$ cat src/pkg/kpi_defines.svh
// register offsets, field positions, reset values and sizes of the pin-change interrupt unit
// assumes: included by the package and by the design, once per compile unit
`ifndef KPI_DEFINES_SVH
`define KPI_DEFINES_SVH
`define KPI_MAX_LINES 8
`define KPI_OFS_SC 32'h0000_0000
`define KPI_OFS_PE 32'h0000_0004
`define KPI_OFS_ES 32'h0000_0008
`define KPI_SC_MODE 0
`define KPI_SC_IE 1
`define KPI_SC_ACK 2
`define KPI_SC_FLAG 3
`define KPI_RST_SC 8'h00
`define KPI_RST_PE 8'h00
`define KPI_RST_ES 8'h00
`endif

$ cat src/pkg/kpi_pkg.sv
// types of the pin-change interrupt unit: bus carriers and the state record
// assumes: kpi_defines.svh on the include path
`default_nettype none
`include "kpi_defines.svh"
package kpi_pkg;
  typedef logic [`KPI_MAX_LINES-1:0] kpi_line_t;
  typedef struct packed {
    logic cyc;
    logic stb;
    logic we;
    logic [31:0] adr;
    logic [3:0] sel;
    logic [31:0] dat;
  } kpi_wb_req_t;
  typedef struct packed {
    logic ack;
    logic [31:0] dat;
  } kpi_wb_rsp_t;
  typedef struct packed {
    kpi_line_t s1;
    kpi_line_t s2;
    kpi_line_t s3;
    kpi_line_t flt;
    kpi_line_t act_prev;
    kpi_line_t pe;
    kpi_line_t pol;
    logic mode;
    logic ie;
    logic flag;
    logic armed;
    logic irq;
    logic wake;
    kpi_wb_rsp_t rsp;
  } kpi_state_t;
endpackage
`default_nettype wire

$ cat src/kpi_top.sv
// pin-change interrupt unit with a classic wishbone register slave
// assumes: one clock, synchronous active-low reset, asynchronous key lines
//
// Register access over Wishbone and the placing of the registers were decided locally.
`timescale 1ns/1ps
`default_nettype none
`include "kpi_defines.svh"
module kpi_top
  import kpi_pkg::*;
#(
  parameter int NUM_LINES = `KPI_MAX_LINES
)
(
  input wire logic clk,
  input wire logic nrst,
  input wire kpi_wb_req_t wb_req,
  output var kpi_wb_rsp_t wb_rsp,
  input wire kpi_line_t key_input_lines,
  output logic irq_o,
  output logic wake_o
);
  // each copy keeps its own three registers; NUM_LINES trims unused lines
  localparam kpi_line_t LINE_MASK = kpi_line_t'((9'h001 << NUM_LINES) - 9'h001);
  localparam logic [7:0] RST_SC = `KPI_RST_SC;

  kpi_state_t st_ff;
  kpi_state_t nxt_st;
  kpi_line_t act;
  kpi_line_t flt_upd;
  kpi_line_t en_act;
  logic any_act;
  logic edge_det;
  logic set_evt;
  logic acc;
  logic wr;
  logic ack_wr;

  genvar gi;
  generate
    for (gi = 0; gi < `KPI_MAX_LINES; gi++)
    begin : g_line
      // filtered level follows only once the second and third stages agree
      assign flt_upd[gi] = (st_ff.s2[gi] == st_ff.s3[gi]) ? st_ff.s2[gi] : st_ff.flt[gi];
      // polarity 1 makes high the active level, 0 makes low active
      assign act[gi] = st_ff.flt[gi] ~^ st_ff.pol[gi];
    end
  endgenerate

  // detection never looks at a debug or low-power state, so it runs the same in all
  assign en_act = act & st_ff.pe & LINE_MASK;
  assign any_act = |en_act;
  assign edge_det = st_ff.armed & (|(en_act & ~st_ff.act_prev));
  assign set_evt = edge_det | (st_ff.mode & any_act);
  assign acc = wb_req.cyc & wb_req.stb & ~st_ff.rsp.ack;
  assign wr = acc & wb_req.we & wb_req.sel[0];
  assign ack_wr = wr & (wb_req.adr == `KPI_OFS_SC) & wb_req.dat[`KPI_SC_ACK];

  always_comb
  begin
    nxt_st = st_ff;
    nxt_st.s1 = key_input_lines;
    nxt_st.s2 = st_ff.s1;
    nxt_st.s3 = st_ff.s2;
    nxt_st.flt = flt_upd;
    nxt_st.act_prev = en_act;
    // re-arm only when every enabled line is back at its inactive level
    if (!any_act)
    begin
      nxt_st.armed = 1'b1;
    end
    else if (edge_det)
    begin
      nxt_st.armed = 1'b0;
    end
    if (wr)
    begin
      unique case (wb_req.adr)
        `KPI_OFS_SC:
        begin
          nxt_st.mode = wb_req.dat[`KPI_SC_MODE];
          nxt_st.ie = wb_req.dat[`KPI_SC_IE];
        end
        `KPI_OFS_PE:
        begin
          nxt_st.pe = wb_req.dat[`KPI_MAX_LINES-1:0] & LINE_MASK;
        end
        `KPI_OFS_ES:
        begin
          nxt_st.pol = wb_req.dat[`KPI_MAX_LINES-1:0] & LINE_MASK;
        end
        default:
        begin
          nxt_st.mode = st_ff.mode;
        end
      endcase
    end
    // a new event wins over the acknowledge; in level mode a held level keeps the flag up
    nxt_st.flag = set_evt | (st_ff.flag & ~ack_wr);
    nxt_st.irq = nxt_st.flag & nxt_st.ie;
    // wake request also follows a held active level so a stopped core can leave
    nxt_st.wake = nxt_st.ie & (nxt_st.flag | any_act);
    nxt_st.rsp.ack = acc;
    nxt_st.rsp.dat = 32'h0000_0000;
    if (acc && !wb_req.we)
    begin
      unique case (wb_req.adr)
        `KPI_OFS_SC:
        begin
          nxt_st.rsp.dat[`KPI_SC_FLAG] = st_ff.flag;
          nxt_st.rsp.dat[`KPI_SC_IE] = st_ff.ie;
          nxt_st.rsp.dat[`KPI_SC_MODE] = st_ff.mode;
        end
        `KPI_OFS_PE:
        begin
          nxt_st.rsp.dat[`KPI_MAX_LINES-1:0] = st_ff.pe;
        end
        `KPI_OFS_ES:
        begin
          nxt_st.rsp.dat[`KPI_MAX_LINES-1:0] = st_ff.pol;
        end
        default:
        begin
          nxt_st.rsp.dat = 32'h0000_0000;
        end
      endcase
    end
  end

  always_ff @(posedge clk)
  begin
    if (!nrst)
    begin
      st_ff <= '0;
      st_ff.mode <= RST_SC[`KPI_SC_MODE];
      st_ff.ie <= RST_SC[`KPI_SC_IE];
      st_ff.pe <= `KPI_RST_PE;
      st_ff.pol <= `KPI_RST_ES;
    end
    else
    begin
      st_ff <= nxt_st;
    end
  end

  assign wb_rsp = st_ff.rsp;
  assign irq_o = st_ff.irq;
  assign wake_o = st_ff.wake;
endmodule
`default_nettype wire

$ cat config.mk
export PLATFORM = sky130hd
export DESIGN_NAME = kpi_top
export DESIGN_NICKNAME = d
export VERILOG_FILES = /design/src/pkg/kpi_pkg.sv /design/src/kpi_top.sv
export VERILOG_INCLUDE_DIRS = /design/src /design/src/pkg
export SDC_FILE = /design/constraint.sdc
export NUM_CORES = 1
export LEC_CHECK = 0
export ABC_CLOCK_PERIOD_IN_PS = 1600
export BUFFER_PORTS_ARGS = -buffer_cell sky130_fd_sc_hd__clkbuf_2
export CAP_MARGIN = 20
export CORE_MARGIN = 1
export CORE_UTILIZATION = 43
export DETAILED_ROUTE_END_ITERATION = 10
export PLACE_DENSITY = 0.84
export SYNTH_ARGS = -nofsm -noshare
export SYNTH_HDL_FRONTEND = slang
export SYNTH_SLANG_ARGS = --single-unit
$ cat constraint.sdc
create_clock -name clk -period 1.6 [get_ports clk]
set_input_delay 0.16 -clock clk [delete_from_list [all_inputs] [get_ports clk]]
set_output_delay 0.16 -clock clk [all_outputs]
set_load 0.005 [all_outputs]
### After elaboration in Yosys (flattened, before gate mapping)

Cells that the tools add are included.
W data, S select, Z words.

* output and inout port bits: 35
* flip-flop bits (word level): 95
* input port bits: 81

* eq/ne operators: 11
* muxes and demuxes: 8
* bitwise operators: 27
* reduce and logical (&&, ||, !) cells: 9

Operators with widths (number)
* $eq A32 B3 Y1 const B: 1
* $eq A32 B4 Y1 const B: 1
* $logic_not A32 Y1: 1
* $and A8 B8 Y8: 2
* $reduce_or A8 Y1: 2
* $and A1 B1 Y1: 11
* $eq A1 B1 Y1: 8
* $not A8 Y8: 1
* $pmux W4 S2: 1
* $reduce_and A2 Y1: 4
* $xnor A1 B1 Y1: 8
* $pmux W2 S3: 1
* $mux W1: 4
* $or A1 B1 Y1: 3
* $pmux W1 S3: 1
* $ne A2 B1 Y1 const B: 1
* $not A1 Y1: 2
* $pmux W1 S2: 1
* $logic_and A1 B1 Y1: 1
* $logic_not A1 Y1: 1

### Longest topological paths before layout

Gate-level depths: netlist of the first run.

* word-level depth: 11
* depth in mapped cells: 6

### Least setup slack after synthesis of the first run

No wires, ideal clock.

* kind: input to register
* from: input port wb_req[50] (netlist name)
* to: register st_ff, in the netlist irq_o
* setup slack: 0.056 ns
* library setup time: 0.128 ns
* buffers on the path: 0
* stages: 5
* arrival: 1.416 ns
* cell sequence: nor4_1 > nand2_1 > or4_4 > mux2i_2 > nor3_1

* longest elaborated chain between the ends: 7

RTL lines
* start, declared: line kpi_top.sv:16 `input wire kpi_wb_req_t wb_req,`
* $logic_not A32 Y1 (*): line kpi_top.sv:77 `unique case (wb_req.adr)`
* $and A1 B1 Y1 (2 in series): line kpi_top.sv:56 `` assign ack_wr = wr & (wb_req.adr == `KPI_OFS_SC) & wb_req.dat[`KPI_SC_ACK]; ``
* $not A1 Y1: line kpi_top.sv:98 `nxt_st.flag = set_evt | (st_ff.flag & ~ack_wr);`
* $and A1 B1 Y1: line kpi_top.sv:98
* $or A1 B1 Y1: line kpi_top.sv:98
* $and A1 B1 Y1 (*): line kpi_top.sv:99 `nxt_st.irq = nxt_st.flag & nxt_st.ie;`
* end signal, assigned: line kpi_top.sv:141 `st_ff <= nxt_st;`
* end, declared: line kpi_top.sv:26 `kpi_state_t st_ff;`

Mark *: on every way between the ends. The rest lies on a longest branch, timed or not.
A chain may end at the register's enable or synchronous reset.

### Worst setup path after layout of the first run

* from: register st_ff, in the netlist wb_rsp[32]
* to: register st_ff, in the netlist irq_o

* longest elaborated chain between the ends: 10

RTL lines
* $not A1 Y1 (*): line kpi_top.sv:54 `assign acc = wb_req.cyc & wb_req.stb & ~st_ff.rsp.ack;`
* $and A1 B1 Y1 (*): line kpi_top.sv:54
* $and A1 B1 Y1 (*) (2 in series): line kpi_top.sv:55 `assign wr = acc & wb_req.we & wb_req.sel[0];`
* $and A1 B1 Y1 (2 in series): line kpi_top.sv:56
* $not A1 Y1: line kpi_top.sv:98
* $and A1 B1 Y1: line kpi_top.sv:98
* $or A1 B1 Y1: line kpi_top.sv:98
* $and A1 B1 Y1 (*): line kpi_top.sv:99

Marked as above.

==> metrics, run 1 <==
status=finished, violations left; failing checks=DRC, setup timing; final critical-path required period=1.61 ns; Initial DRC Count=88; ys flop type=dfxtp_1; GRT overflow=0; wire length of the first global-routing pass=9740 um; Final Hold Vio Count=0; RSZ-0062 raised after global routing=true; most frequent cell after synthesis=dfxtp_1; die area=7040 um^2; top cells by area, synth=dfxtp_1, buf_4, mux2i_1; Synth-to-Final Area Change=21.9%; die height=83.9 um; layout cells sized above 1=28.9%; f_max=0.621 GHz; Core Area=6420 um^2; CTS tree=built; register area=1420 um^2; Setup violations, final=1; max_cap viols=0; Crit Path Max Fanout=3; largest net degree at the start of global routing=59; Hold Startpoint=key_input_lines[1]; initial antenna violation count=0; post-route cell area=3520 um^2; power per cell area=967 nW/um^2; # DRC=8; synthesis-stage register bit count=71; Post-synth top cells=dfxtp_1, nand2_1, buf_4; R2R Path Start=wb_rsp[32]; DPL Wire Length=4340 um; area of the multi-input gates=1300 um^2; io pins=116; Area after DPL=3190 um^2; Final ANT Viol Nets=0; TritonCTS buffer count=9; Synth area leader=dfxtp_1; Setup Total Neg Slack=-0.0104 ns; port bufs=64; Placer Congestion=0.826; sequential area share after synthesis=49.3%; Synth top area share=49.3%; Post-synth EDFFs=0; cells after synthesis=306; clock slew at the register clock pins of the worst setup and hold paths=0.07 ns; Hold/Removal Path Class=in2reg; Layout Nets=460; fin crit share=101%; Mean Syn Cell Area=9.43 um^2; starting density of the core=44.9%; total iterations of the first detailed-routing run=7; Rows=29; CP arrival=1.89 ns; max-slew violations=0; WL per Instance=12.9 um; Finished Layout Cells=461; post-synth cell types=31; Leak=1.59 nW; critical path startpoint=wb_rsp[32]; Die X=83.9 um; clock insertion delay at the later pin of the skew report=0.35 ns; Max VDD drop=0.637 mV; Placed Instances=438; total number of H-tree levels=3; vias in the first global route=2176; ANT cells=0; synth warn=0; CP required=1.88 ns; FFs w/ async S/R, synth=0%; worst-case clock buffer depth=2; post-route worst setup slack=-0.0104 ns; Startpoint Class=flip-flop; CTS sink cnt=71; root buf cell=clkbuf_8; Synth Cell Area=2890 um^2; Clock Skews=0.00619 ns; WS Path Type=reg2reg; final wirelength=5970 um; Worst setup EP type=flip-flop; all-layer global routing usage=17.7%; via count=2286; fillers=568; number of vias per cell=4.96
==> stage by stage <==
stage | utilization, % | hold slack (ns) | setup WS, ns | power (mW)
after floorplan | - | 0.287 | 0.0557 | 1.96
after detailed placement | 49.6 | 0.369 | -0.243 | 2.03
final | 54.8 | 0.00637 | -0.0104 | 3.40
after CTS | 53.5 | 0.000184 | 0.00239 | 3.42
after global routing | 54.8 | 0.00623 | -0.0700 | 3.54
after global placement | 49.6 | 0.366 | -0.142 | 2.02
==> path summary, 6_finish.rpt <==
path	end	slack (ns)	cells after the start
max	irq_o	-0.01	5
min reg2reg	nxt_st[71]	0.44	1
min	nxt_st[80]	0.006	2
max reg2reg	irq_o	-0.01	5
==> state kept, by name (all words and copies together) (netlist names) <==
name	cells
wake_o	1
irq_o	1
wb_rsp	9
st_ff	44
nxt_st	16
==> layout make-up <==
class,instances,share of cell area [%]
timing repair buffer,82,13.5
sequential,71,40.4
multi-input combinational,208,37.0
clock buffer,9,3.52
tap,77,2.74
inverter,7,0.747
clock inverter,7,2.06
==> logic make-up after synthesis <==
logic type	count (synthesis)	synth area share (%)
muxes	21	7.42
buffers and inverters	50	10.8
xor gates and xnor gates	8	2.43
and+or+nand+nor	120	22.3
AOI/OAI and AO/OA	35	7.63
DFF	71	49.3
other	1	0.130
==> power by group <==
part           leakage [nW]  internal (mW)  switching [mW]
sequential            0.576           1.79         0.00927
combinational         0.922         0.0958           0.104
clock                0.0956          0.720           0.678
total                  1.59           2.61           0.791
==> placed cells by master, fill, tap and decap left out, types with 2 or more instances in the layout <==
master,Yosys,final
or4_4,1,2
nor2b_1,6,6
and2_1,26,26
nand2_1,35,35
conb_1,1,24
clkbuf_2,0,64
nor2_1,16,9
dfxtp_1,71,71
mux2i_1,20,20
nand4_1,3,3
clkbuf_8,0,9
a21oi_1,11,11
nand2_4,0,2
dlygate4sd3_1,0,5
buf_4,33,12
inv_1,7,7
nor4_1,13,13
nor2_2,0,7
clkinv_2,0,2
and3_1,9,8
o21ai_0,9,9
xnor2_1,8,8
clkinvlp_4,0,2
a22oi_1,9,9
a32oi_1,4,4
==> per-layer routing <==
layer / global-route usage [%] / share of wire [%]
met4: 7.37 / 2.3
met5: 0 / 0
met1: 20.3 / 42
met3: 7.02 / 4.9
met2: 29.3 / 50
==> worst max-delay path, cell delays in order (launching register included) <==
cell	delay, ns
dfxtp_1	0.31
and3b_2	0.26
nand3_2	0.08
or4_4	0.48
mux2i_4	0.22
nor3_2	0.18
==> timing repair <==
action | in CTS | in global routing
setup buffers | 2 | 0
pin swaps | 2 | 1
setup endpoints to repair | 3 | 28
hold buffers | 2 | 3
gates resized for setup | 4 | 14
endpoints found under the hold margin | 2 | 3
Power figures use the tool's default switching activity.
==> inputs of run 2 (changes only) <==
--- a/config.mk
+++ b/config.mk
@@ -6,7 +6,7 @@
 export SDC_FILE = /design/constraint.sdc
 export NUM_CORES = 1
 export LEC_CHECK = 0
-export ABC_CLOCK_PERIOD_IN_PS = 1600
+export ABC_CLOCK_PERIOD_IN_PS = 1400
 export BUFFER_PORTS_ARGS = -buffer_cell sky130_fd_sc_hd__clkbuf_2
 export CAP_MARGIN = 20
 export CORE_MARGIN = 1
==> constraint.sdc (replaced) <==
create_clock -name clk -period 1.4 [get_ports clk]
set_input_delay 0.14 -clock clk [delete_from_list [all_inputs] [get_ports clk]]
set_output_delay 0.14 -clock clk [all_outputs]
set_load 0.005 [all_outputs]
==> metrics, run 2 (same netlist as run 1, synthesis figures left out) <==
max-slew violations=0; Core Area=6420 um^2; Final Hold Vio Count=0; Top reg by flops=st_ff; CP required=1.66 ns; io pins=116; clock slew at the register clock pins of the worst setup and hold paths=0.07 ns; critical path startpoint=wb_rsp[32]; Crit Path Max Fanout=3; total number of H-tree levels=3; DPL Wire Length=4580 um; switching power=0.857 mW; Largest register FFs=44; Synth-to-Final Area Change=34.8%; Clock Skews=0.00543 ns; register area=1430 um^2; Leak=1.76 nW; Area after DPL=3440 um^2; clock insertion delay at the later pin of the skew report=0.34 ns; worst-path cell chain=and3b_2 -> nand3_2 -> or4_4 -> mux2i_4 -> nor3_1; Switching Fraction=22.5%; Setup violations, final=30; Die X=83.9 um; all-layer global routing usage=19.2%; most frequent cells in the layout=clkbuf_2, dfxtp_1, nand2_1, buf_4, and2_1; Final ANT Viol Nets=0; internal power=2.95 mW; final critical-path required period=1.62 ns; worst-case clock buffer depth=2; number of vias per cell=5.06; Hold/Removal Path Class=in2reg; initial antenna violation count=0; status=finished, violations left; failing checks=DRC, setup timing; Max VDD drop=0.866 mV; TritonCTS buffer count=9; Seq pwr share=54.1%; CTS sink cnt=71; Top delay family on crit path=simple AND/OR/NAND/NOR gates; Finished Layout Cells=487; Layout Nets=487; Levels on crit path=5; Setup crit end=irq_o; Initial DRC Count=139; vias in the first global route=2420; post-route cell area=3890 um^2; starting density of the core=44.9%; power per cell area=980 nW/um^2; # DRC=10; R2R Setup Slk=-0.22 ns; port bufs=64; clock power share=39.0%; CP arrival=1.89 ns; ANT cells=0; CTS tree=built; Placed Instances=463; reg2reg end=irq_o; max_cap viols=0; Placer Congestion=0.927; die area=7040 um^2; total iterations of the first detailed-routing run=7; crit path buf inv count=0; final wirelength=6750 um; Worst setup EP type=flip-flop; Rows=29; Startpoint Class=flip-flop; fillers=527; layout cells sized above 1=37.6%; root buf cell=clkbuf_8; Worst path slowest cell=or4_4; Hold Startpoint=wb_req[7]; via count=2462; R2R Path Start=wb_rsp[32]; largest net degree at the start of global routing=59; RSZ-0062 raised after global routing=true; post-route worst setup slack=-0.223 ns; fin crit share=116%; die height=83.9 um; WL per Instance=13.9 um; Crit path largest cell delay=0.48 ns; area of the multi-input gates=1470 um^2; GRT overflow=0; WS Path Type=reg2reg; wire length of the first global-routing pass=10700 um; f_max=0.616 GHz; Setup Total Neg Slack=-3.41 ns; Comb power frac=6.9%; r2r worst-path depth=5
## run 2: stage by stage
step / hold slack, ns / utilization, % / total power, mW / setup WS [ns]
final: 0.0416 / 60.6 / 3.81 / -0.223
after detailed placement: 0.349 / 53.6 / 2.34 / -0.339
after global routing: 0.0403 / 60.6 / 3.96 / -0.259
after global placement: 0.346 / 53.6 / 2.33 / -0.271
after floorplan: 0.267 / - / 2.25 / -0.0823
after CTS: 0.0291 / 58.9 / 3.83 / -0.178
## run 2: worst min-delay path, stage by stage
cell	delay (ns)
clkbuf_2	0.08
nand2_1	0.06
mux2i_1	0.06
## run 2: area by class of cell
type                            count  area share [%]
Multi-Input combinational cell    208            37.7
Timing Repair Buffer              109            17.6
Tap cell                           77            2.48
Sequential cell                    71            36.8
Clock buffer                       13            4.34
Inverter                            7           0.675
Clock inverter                      2           0.386
## run 2: how the worst min path moves through the flow
stage	to	cells after the start
after floorplan	nxt_st[79]	1
after global placement	nxt_st[85]	2
after detailed placement	nxt_st[86]	2
after CTS	st_ff[43]	3
after global routing	st_ff[46]	3
final	st_ff[46]	3
## run 2: routing by layer
metal	share of wire, %	routed length [um]	vias to the layer above	track usage, %
met5	0	0	-	0
met4	4.0	269	0	9.87
met3	5.1	345	39	6.23
met2	51	3430	104	33.0
met1	40	2710	1129	21.2
li1	-	-	1190	-
## run 2: repair_timing
item | CTS | global route
endpoints found under the hold margin | 8 | 0
endpoints found under the setup margin | 29 | 30
resized for setup | 15 | 24
hold buffers | 8 | 0
buffers inserted | 0 | 1
pin swaps | 5 | 4
## run 2: power groups by stage
stage	clock, mW	sequential (mW)	combinational, mW
after floorplan	0	2.10	0.144
after global placement	0	2.10	0.227
after detailed placement	0	2.11	0.234
after CTS	1.52	2.06	0.256
after global routing	1.61	2.06	0.288
final	1.48	2.06	0.265
==> inputs of run 3 (changes only) <==
--- a/config.mk
+++ b/config.mk
@@ -10,9 +10,11 @@
 export BUFFER_PORTS_ARGS = -buffer_cell sky130_fd_sc_hd__clkbuf_2
 export CAP_MARGIN = 20
 export CORE_MARGIN = 1
-export CORE_UTILIZATION = 43
+export CORE_UTILIZATION = 40
 export DETAILED_ROUTE_END_ITERATION = 10
-export PLACE_DENSITY = 0.84
+export GPL_ROUTABILITY_DRIVEN = 0
+export PLACE_DENSITY = 0.8
+export RECOVER_POWER = 25
 export SYNTH_ARGS = -nofsm -noshare
 export SYNTH_HDL_FRONTEND = slang
 export SYNTH_SLANG_ARGS = --single-unit
==> metrics, run 3 (same netlist as run 1, synthesis figures left out) <==
max_cap viols=0; Die X=86.9 um; CTS sink cnt=71; starting density of the core=42.0%; max_slew headroom=36.7%; Hold/Removal Path Class=in2reg; post-route cell area=3880 um^2; failing checks=setup timing; Initial DRC Count=167; clock insertion delay at the later pin of the skew report=0.34 ns; reg2reg end=irq_o; port bufs=64; total number of H-tree levels=3; Setup crit end=irq_o; root buf cell=clkbuf_8; Largest register FFs=44; RSZ-0062 raised after global routing=true; io pins=116; ANT cells=0; Crit Path Max Fanout=3; layout cells sized above 1=35.3%; CP required=1.66 ns; largest net degree at the start of global routing=59; CTS tree=built; vias in the first global route=2348; worst-case clock buffer depth=2; r2r worst-path depth=5; GRT overflow=0; # DRC=0; Max VDD drop=0.623 mV; final wirelength=6860 um; wire length of the first global-routing pass=10700 um; Core Area=6870 um^2; via count=2438; fin crit share=116%; post-route worst setup slack=-0.220 ns; initial antenna violation count=0; Setup Total Neg Slack=-3.92 ns; most frequent cells in the layout=dfxtp_1, clkbuf_2, nand2_1; Leak=1.76 nW; Worst Tran Pin Value=0.950 ns; Final ANT Viol Nets=0; Synth-to-Final Area Change=34.6%; WS Path Type=reg2reg; max-slew violations=0; Final Hold Vio Count=0; TritonCTS buffer count=9; Layout Nets=487; number of vias per cell=4.81; total iterations of the first detailed-routing run=4; Setup violations, final=30; all-layer global routing usage=18.6%; Area after DPL=3430 um^2; power per cell area=1060 nW/um^2; final critical-path required period=1.62 ns; die height=86.9 um; DPL Wire Length=4520 um; R2R Path Start=wb_rsp[32]; Startpoint Class=flip-flop; clock slew at the register clock pins of the worst setup and hold paths=0.07 ns; status=finished, violations left; Top reg by flops=st_ff; CP arrival=1.88 ns; Hold Crit Depth=3; commonest non-fill, non-tap cell in the layout=dfxtp_1; die area=7560 um^2; Tot Pwr=4.11 mW; WL per Instance=13.5 um; Clock Skews=0.00574 ns; R2R Setup Slk=-0.22 ns; Worst setup EP type=flip-flop; fillers=597; f_max=0.617 GHz; critical path startpoint=wb_rsp[32]; Rows=30
[run 3: cell types whose count changed in the layout (fill, tap and decap cells not counted), moves of 3 or more]
cell      delta
clkinv_2     +3
xnor2_1      +4
nor2_2       -5
nor2_1       +5
and2_1       -3
[run 3: where the power goes]
group | internal, mW | switching [mW]
Sequential | 2.05 | 0.0108
Combinational | 0.119 | 0.142
Clock | 1.04 | 0.740
[run 3: final cells by class]
cell class / instances / area, um^2 / share of cell area [%]
tap: 96 / 120 / 3.09
timing repair buffer: 109 / 689 / 17.7
sequential: 71 / 1430 / 36.7
clock inverter: 6 / 83.8 / 2.16
multi-input combinational: 208 / 1400 / 36.0
clock buffer: 10 / 138 / 3.54
inverter: 7 / 26.3 / 0.676
[run 3: per-stage QoR]
step           cells  setup slack [ns]  util, %  hold slack (ns)
2_1_floorplan    329           -0.0823        -            0.267
3_3_place_gp     478            -0.265     50.0            0.347
3_5_place_dp     478            -0.351     50.0            0.349
4_1_cts          504            -0.165     55.0           0.0348
5_1_grt          507            -0.234     56.6           0.0409
6_report         507            -0.220     56.6           0.0482
[run 3: worst max-delay path: stages (launching register included)]
cell and delay [ns]:
dfxtp_1 0.31, and3b_2 0.28, nand3_4 0.08, or4_4 0.47, mux2i_4 0.22, nor3_1 0.19
[run 3: layer usage]
metal / up-vias / GRT usage (%) / routed length (um)
li1: 1200 / - / -
met1: 1156 / 21.3 / 2820
met2: 70 / 31.2 / 3580
met3: 12 / 7.11 / 329
met4: 0 / 7.27 / 127
met5: - / 0 / 0
[run 3: repair_timing]
action	4_1_cts	5_1_grt
endpoints found under the hold margin	8	0
endpoints found under the setup margin	30	30
setup buffers	2	4
resized for setup	7	22
hold buffers	8	0
pin swaps	4	4
[run 3: how the worst min path moves through the flow]
stage	end	startpoint
2_1_floorplan	nxt_st[79]	key_input_lines[0]
3_3_place_gp	nxt_st[84]	key_input_lines[5]
3_5_place_dp	nxt_st[85]	key_input_lines[6]
4_1_cts	st_ff[51]	wb_req[4]
5_1_grt	st_ff[51]	wb_req[4]
6_report	st_ff[51]	wb_req[4]
